$ cat config.mk
export PLATFORM = sky130hd
export DESIGN_NAME = gpl_pin_cfg
export DESIGN_NICKNAME = d
export VERILOG_FILES = /design/src/include/gpl_pkg.sv /design/src/core/gpl_pin_cfg.sv
export SDC_FILE = /design/constraint.sdc
export NUM_CORES = 1
export LEC_CHECK = 0
export BUFFER_PORTS_ARGS = -buffer_cell sky130_fd_sc_hd__buf_2
export CAP_MARGIN = 30
export CORE_MARGIN = 1
export CORE_UTILIZATION = 47
export CTS_CLUSTER_DIAMETER = 120
export DETAILED_ROUTE_END_ITERATION = 7
export HOLD_SLACK_MARGIN = 0.08
export PLACE_DENSITY_LB_ADDON = 0.08
export SYNTH_ARGS = -nofsm -noshare
export SYNTH_HDL_FRONTEND = slang
export SYNTH_SLANG_ARGS = --single-unit
export TNS_END_PERCENT = 30
$ cat constraint.sdc
create_clock -name hclk -period 3 [get_ports hclk]
set_input_delay 0.45 -clock hclk [delete_from_list [all_inputs] [get_ports hclk]]
set_output_delay 0.45 -clock hclk [all_outputs]
set_load 0.03 [all_outputs]
$ cat src/include/gpl_pkg.sv
// Constants for the two-pin configuration block with disable-register lock
package gpl_pkg;
  // Printed register indices; byte address is four times the index
  localparam logic [7:0] GPL_EVT_IDX = 8'h3d;
  localparam logic [7:0] GPL_LCK_IDX = 8'h3e;
  localparam logic [9:0] GPL_EVT_ADDR = {GPL_EVT_IDX, 2'b00};
  localparam logic [9:0] GPL_LCK_ADDR = {GPL_LCK_IDX, 2'b00};
  localparam int GPL_ADDR_W = 10;
  // Reset values on standby power-on reset
  localparam logic [7:0] GPL_EVT_RST = 8'h01;
  localparam logic [7:0] GPL_LCK_RST = 8'h01;
  // Field positions
  localparam int GPL_DIR_BIT = 0;
  localparam int GPL_POL_BIT = 1;
  localparam int GPL_ALT_BIT = 2;
  localparam int GPL_FN_LSB = 2;
  localparam int GPL_FN_MSB = 3;
  localparam int GPL_OD_BIT = 7;
  // Implemented bits; the rest are reserved and read as zero
  localparam logic [7:0] GPL_EVT_MASK = 8'h87;
  localparam logic [7:0] GPL_LCK_MASK = 8'h8f;
  // Function codes of the lockable pin
  localparam logic [1:0] GPL_FN_GPIO = 2'h0;
  localparam logic [1:0] GPL_FN_LOCK = 2'h1;
  localparam logic [1:0] GPL_FN_SHARE = 2'h2;
  localparam logic [1:0] GPL_FN_EDGE = 2'h3;
  // AHB encodings
  localparam logic [1:0] GPL_HTRANS_NONSEQ = 2'h2;
  localparam logic GPL_HRESP_OKAY = 1'b0;
endpackage : gpl_pkg

$ cat src/core/gpl_pin_cfg.sv
// Configuration logic for the event-capable pin and the lockable pin
`timescale 1ns/1ps
module gpl_pin_cfg (
  // AHB-Lite clock and standby power-on reset
  input wire logic hclk,
  input wire logic hresetn,
  // Further resets, synchronous, active high
  input wire logic main_power_on_reset,
  input wire logic hard_reset,
  // AHB-Lite slave
  input wire logic hsel,
  input wire logic [gpl_pkg::GPL_ADDR_W-1:0] haddr,
  input wire logic [1:0] htrans,
  input wire logic hwrite,
  input wire logic [2:0] hsize,
  input wire logic [31:0] hwdata,
  input wire logic hready,
  output logic hreadyout,
  output logic hresp,
  output logic [31:0] hrdata,
  // Event-capable pin
  input wire logic event_capable_pin_level,
  output logic event_capable_pin_drive,
  output logic event_capable_pin_oe,
  input wire logic event_pin_data,
  input wire logic power_event_active,
  output logic event_pin_value,
  output logic power_event_out_n,
  // Lockable pin
  input wire logic lockable_pin_level,
  output logic lockable_pin_drive,
  output logic lockable_pin_oe,
  input wire logic lock_pin_data,
  output logic lock_pin_value,
  // Lockable pin functions
  input wire logic share_event_enable,
  output logic floppy_parallel_share_select,
  output logic lock_pin_edge_event,
  output logic disable_register_lock_ctrl,
  output logic disable_register_writable
);
  import gpl_pkg::*;

  logic [7:0] evt_cfg_q;
  logic [7:0] evt_cfg_d;
  logic [7:0] lck_cfg_q;
  logic [7:0] lck_cfg_d;
  logic wr_pend_q;
  logic [GPL_ADDR_W-1:0] wr_addr_q;
  logic [31:0] hrdata_q;
  logic evt_level_q;
  logic lck_level_q;
  logic lck_value_q;
  logic lck_seen_q;

  // Drive logic shared by both pins: returns {drive, oe}
  function automatic logic [1:0] pin_drive(input logic is_input, input logic value,
                                           input logic open_drain);
    logic [1:0] r;
    r = 2'b00;
    if (!is_input) begin
      if (open_drain) begin
        r = {1'b0, ~value};
      end else begin
        r = {value, 1'b1};
      end
    end
    return r;
  endfunction : pin_drive

  // Bus decode
  wire addr_phase = hsel & hready & (htrans == GPL_HTRANS_NONSEQ);
  wire wr_evt = wr_pend_q & (wr_addr_q == GPL_EVT_ADDR);
  wire wr_lck = wr_pend_q & (wr_addr_q == GPL_LCK_ADDR);
  wire [7:0] wbyte = hwdata[7:0];

  // Lockable pin field decode
  wire [1:0] lck_fn = lck_cfg_q[GPL_FN_MSB:GPL_FN_LSB];
  wire lock_mode = (lck_fn == GPL_FN_LOCK);
  wire fn_clear = main_power_on_reset | hard_reset;
  // Field stays at 01 once there; only a reset moves it
  wire [1:0] fn_wr = lock_mode ? GPL_FN_LOCK : wbyte[GPL_FN_MSB:GPL_FN_LSB];
  wire [7:0] lck_wr = {wbyte[7:4], fn_wr, wbyte[1:0]} & GPL_LCK_MASK;

  assign evt_cfg_d = wr_evt ? (wbyte & GPL_EVT_MASK) : evt_cfg_q;

  always_comb begin
    lck_cfg_d = wr_lck ? lck_wr : lck_cfg_q;
    if (fn_clear) begin
      lck_cfg_d[GPL_FN_MSB:GPL_FN_LSB] = GPL_FN_GPIO;
    end
  end

  // Read data taken from next values so a write just before a read is seen
  wire [7:0] rd_byte = (haddr == GPL_EVT_ADDR) ? evt_cfg_d :
                       (haddr == GPL_LCK_ADDR) ? lck_cfg_d : 8'h00;

  always_ff @(posedge hclk or negedge hresetn) begin
    if (!hresetn) begin
      wr_pend_q <= 1'b0;
      wr_addr_q <= '0;
      hrdata_q <= 32'h0000_0000;
    end else begin
      wr_pend_q <= addr_phase & hwrite;
      if (addr_phase) begin
        wr_addr_q <= haddr;
      end
      if (addr_phase && !hwrite) begin
        hrdata_q <= {24'h00_0000, rd_byte};
      end
    end
  end

  // Standby POR restores both registers, function field included
  always_ff @(posedge hclk or negedge hresetn) begin
    if (!hresetn) begin
      evt_cfg_q <= GPL_EVT_RST;
      lck_cfg_q <= GPL_LCK_RST;
    end else begin
      evt_cfg_q <= evt_cfg_d;
      lck_cfg_q <= lck_cfg_d;
    end
  end

  // Zero-wait slave, always OKAY; hsize ignored as only word transfers occur
  assign hreadyout = 1'b1;
  assign hresp = GPL_HRESP_OKAY;
  assign hrdata = hrdata_q;

  // Pin sampling, one flop since inputs are synchronous to hclk
  always_ff @(posedge hclk or negedge hresetn) begin
    if (!hresetn) begin
      evt_level_q <= 1'b0;
      lck_level_q <= 1'b0;
      lck_value_q <= 1'b0;
      lck_seen_q <= 1'b0;
    end else begin
      evt_level_q <= event_capable_pin_level;
      lck_level_q <= lockable_pin_level;
      lck_value_q <= lock_pin_value;
      lck_seen_q <= 1'b1;
    end
  end

  // Event-capable pin
  wire evt_is_in = evt_cfg_q[GPL_DIR_BIT];
  wire evt_pol = evt_cfg_q[GPL_POL_BIT];
  wire evt_alt = evt_cfg_q[GPL_ALT_BIT];
  assign power_event_out_n = ~power_event_active;
  wire evt_src = evt_alt ? power_event_out_n : event_pin_data;
  wire evt_out = evt_src ^ evt_pol;
  wire [1:0] evt_drv = pin_drive(evt_is_in, evt_out, evt_cfg_q[GPL_OD_BIT]);
  assign event_capable_pin_drive = evt_drv[1];
  assign event_capable_pin_oe = evt_drv[0];
  assign event_pin_value = evt_level_q ^ evt_pol;

  // Lockable pin; lock mode overrides direction and polarity
  wire lck_is_in = lck_cfg_q[GPL_DIR_BIT] | lock_mode;
  wire lck_pol = lck_cfg_q[GPL_POL_BIT] & ~lock_mode;
  wire lck_out = lock_pin_data ^ lck_pol;
  wire [1:0] lck_drv = pin_drive(lck_is_in, lck_out, lck_cfg_q[GPL_OD_BIT]);
  assign lockable_pin_drive = lck_drv[1];
  assign lockable_pin_oe = lck_drv[0];
  assign lock_pin_value = lck_level_q ^ lck_pol;

  // Share select follows the polarity-adjusted level
  assign floppy_parallel_share_select = (lck_fn == GPL_FN_SHARE) & lock_pin_value;

  // Either-edge events; first cycle after reset is masked to avoid a false edge
  wire lck_edge = lck_seen_q & (lock_pin_value ^ lck_value_q);
  wire edge_mode = (lck_fn == GPL_FN_EDGE);
  wire share_irq = (lck_fn == GPL_FN_SHARE) & share_event_enable;
  assign lock_pin_edge_event = lck_edge & (edge_mode | share_irq);

  // Disable register write permission, raw pin level
  assign disable_register_lock_ctrl = lock_mode;
  assign disable_register_writable = ~(lock_mode & lck_level_q);

endmodule : gpl_pin_cfg

==> results.py <==
metrics = {
    "run_status": {
        "status": "finished clean",
    },
    "route": {
        "met1_length_um": 1480,
        "dr.pass1.iters": 4,
        "viasPerCell": 4.73,
        "drc_errors": 0,
        "num_vias": 1244,
        "wl_um": 3230,
        "antenna_left": 0,
        "drt-initial-drc-count": 24,
        "routedWlPerCell_um": 12.3,
        "wl_met3_um": 226,
        "dr_wl_met2_um": 1480,
        "top_layer": "met4",
    },
    "global_route": {
        "overflow": 0,
        "grt_antenna_before_repair": 0,
        "grt_pass1_wl_um": 5380,
        "grt_pass1_vias": 1216,
        "grt_usage": 0.169,
        "grt_max_degree": 40,
    },
    "critical_path": {
        "reg2regPathDepth": 5,
        "arrival_ns": 1.61,
        "reg2reg_from": "wr_addr_q[0]$_DFFE_PN0P_",
        "reg2reg_slack_ns": 1.21,
        "r2r-end": "hrdata[1]$_DFFE_PN0P_",
        "required_ns": 2.55,
        "critPathLaunchType": "register",
        "endpoint_kind": "output port",
        "worstSetupPathType": "reg -> out",
        "cp_max_fo": 3,
    },
    "clocking": {
        "clkTransAtPathRegs_ns": 0.07,
        "postCtsResizedCells": 0,
        "cts.htree.levels": 2,
        "numCtsBuffers": 5,
        "hold_buffers": 0,
        "cts_setup_buffers": 0,
        "clockRootBuffer": "clkbuf_8",
        "cts_buffer_depth": 2,
        "cts_tree": "built",
        "clock-sinks": 39,
        "insertion_delay_ns": 0.29,
    },
    "finish": {
        "area_delta_synth_final_pct": 17.2,
        "num-fill-cells": 328,
        "register_area_um2": 978,
        "final_cells": 263,
        "nets": 274,
        "post-route-util": 0.590,
        "drive_gt1_frac": 0.409,
        "multi_input_area_um2": 777,
        "n_antenna_cell": 0,
    },
    "floorplan": {
        "dieArea_um2": 4260,
        "coreArea_um2": 3740,
        "initial_core_util": 0.503,
        "io_pins": 105,
        "rows": 22,
        "die_y_um": 65.3,
        "die_width_um": 65.3,
    },
    "synthesis": {
        "ys_warn_count": 0,
        "syn-cell-area_um2": 1880,
        "yosys.area_share.simple": 0.151,
        "synth_seq_cells": 39,
        "postSynthCellCount": 160,
        "synth-xor-area-share": 0.0233,
        "synth_area_per_cell_um2": 11.8,
        "muxShareOfSynthArea": 0.114,
        "synth_compound_area_frac": 0.0698,
        "synth_top_family_by_area": "simple AND/OR/NAND/NOR gates",
        "ys_seq_area_frac": 0.520,
        "synth-adder-area-share": 0,
        "synth_cell_types": 36,
    },
    "run": {
        "maxCapViolations": 0,
    },
    "sta": {
        "min_period_over_period": 0.687,
        "fmax_ghz": 0.485,
        "finalSetupViolCount": 0,
        "final.min_clock_period_ns": 2.06,
        "skew_ns": 0.00681,
        "max-slew-margin-rel": 0.426,
        "worst_pin_slew_ns": 0.862,
        "drv_slew": 0,
        "fin_setup_tns_ns": 0,
        "rsz0062_at_grt": "false",
        "finalHoldViolCount": 0,
    },
    "place": {
        "dp.final_hpwl_um": 2370,
        "portBuffers": 48,
        "gp_congestion": 0.687,
        "dp.cells": 255,
    },
    "pwr": {
        "p_per_area_nw_per_um2": 597,
        "p_sw_uw": 376,
        "internal-power_uw": 941,
        "p_sw_frac": 0.286,
        "pwr-share-comb": 0.190,
        "pwr-share-clk": 0.341,
        "p_leak_nw": 1.12,
        "p_seq_frac": 0.469,
        "ir_worst_vdd_uv": 368,
    },
    "worst_hold_path": {
        "hp-class": "in -> async",
    },
}
## critical path, cell delays in order, from the launching register on
cell	delay (ns)
dfrtp_1	0.40
nand2b_1	0.17
nand2_1	0.08
xor2_1	0.27
xor2_1	0.10
nor2_1	0.10
buf_2	0.20
## worst max path at each step
| stage | from | to | slack (ns) | cells after the start |
|---|---|---|---|---|
| finish | lck_cfg_q[3]$_DFF_PN0_ | lock_pin_edge_event | 0.94 | 6 |
| global route | lck_cfg_q[3]$_DFF_PN0_ | lock_pin_edge_event | 0.82 | 6 |
| CTS | lck_cfg_q[3]$_DFF_PN0_ | lock_pin_edge_event | 0.91 | 6 |
| detailed placement | haddr[0] | hrdata[1]$_DFFE_PN0P_ | 0.97 | 6 |
| global placement | haddr[0] | hrdata[1]$_DFFE_PN0P_ | 0.99 | 6 |
| floorplan | lck_cfg_q[2]$_DFF_PN0_ | lockable_pin_drive | 0.81 | 3 |
## layer usage
| layer | vias to the layer above | GRT usage |
|---|---|---|
| met4 | 0 | 0.0571 |
| met2 | 51 | 0.276 |
| li1 | 608 | - |
| met3 | 3 | 0.0521 |
| met5 | - | 0 |
| met1 | 582 | 0.212 |
## metrics by stage
step	total power, mW	hold slack, ns	setup WS, ns	cell area, µm²
2_1_floorplan	0.829	0.154	0.809	1980
3_3_place_gp	0.874	0.466	0.993	2090
3_5_place_dp	0.881	0.468	0.971	2090
4_1_cts	1.34	0.254	0.911	2210
5_1_grt	1.38	0.251	0.818	2210
6_report	1.32	0.259	0.938	2210
## flip-flops by register name (all words and copies together) (netlist names)
signal,flops
wr_addr_q,10
evt_cfg_q,8
hrdata,8
lck_cfg_q,8
evt_level_q,1
lck_level_q,1
lck_seen_q,1
lck_value_q,1
wr_pend_q,1
## synth_stat cells (all sizes together)
cell type,n,area (µm²)
nor3b,3,32.5
inv,5,18.8
nor4b,1,8.76
a211oi,1,7.51
a22oi,6,45.0
nor2b,4,25.0
dfstp,2,52.6
nand2,5,18.8
o21bai,1,7.51
nand4b,1,8.76
a31oi,1,6.26
nand2b,1,6.26
clkbuf,1,3.75
or2,1,6.26
a21oi,8,40.0
xor2,4,35.0
nor2,11,41.3
mux2i,2,20.0
nand4,3,40.0
conb,2,7.51
and2,7,47.5
dfrtp,37,926
mux2,17,195
o211ai,1,7.51
and4bb,3,37.5
a31o,2,17.5
nor3,1,5.00
nand3b,1,7.51
xnor2,1,8.76
buf,27,199
## logic make-up (layout without fill, tap and decap cells)
kind of cell	Yosys count	count (layout)
compound gates	20	20
xor+xnor	5	5
simple gates	42	42
other cells	2	27
mux	19	19
buf+inv	33	63
flops	39	39
## placed cells by master (no fill, tap or decap), types with 3 or more instances in the layout
| cell type | n |
|---|---|
| a21oi_1 | 8 |
| a22oi_1 | 6 |
| and2_1 | 4 |
| and2_2 | 3 |
| and4bb_2 | 3 |
| buf_2 | 48 |
| clkbuf_8 | 6 |
| conb_1 | 27 |
| dfrtp_1 | 37 |
| inv_1 | 5 |
| mux2_2 | 16 |
| nand2_1 | 5 |
| nor2_1 | 11 |
| nor2b_1 | 4 |
| xor2_1 | 4 |
## power groups by stage
stage	Clock [mW]	Sequential, mW	Combinational [mW]
5_1_grt	0.482	0.626	0.270
3_3_place_gp	0	0.626	0.248
4_1_cts	0.465	0.619	0.252
3_5_place_dp	0	0.629	0.252
2_1_floorplan	0	0.666	0.164
6_report	0.449	0.618	0.250
## final cells by class
class / instances / area share
Tap cell: 48 / 0.0272
Sequential cell: 39 / 0.443
Clock inverter: 2 / 0.0159
Inverter: 5 / 0.00850
Clock buffer: 6 / 0.0374
Timing Repair Buffer: 50 / 0.116
Multi-Input combinational cell: 113 / 0.352
Note: power is estimated with default switching activity, not from simulation.
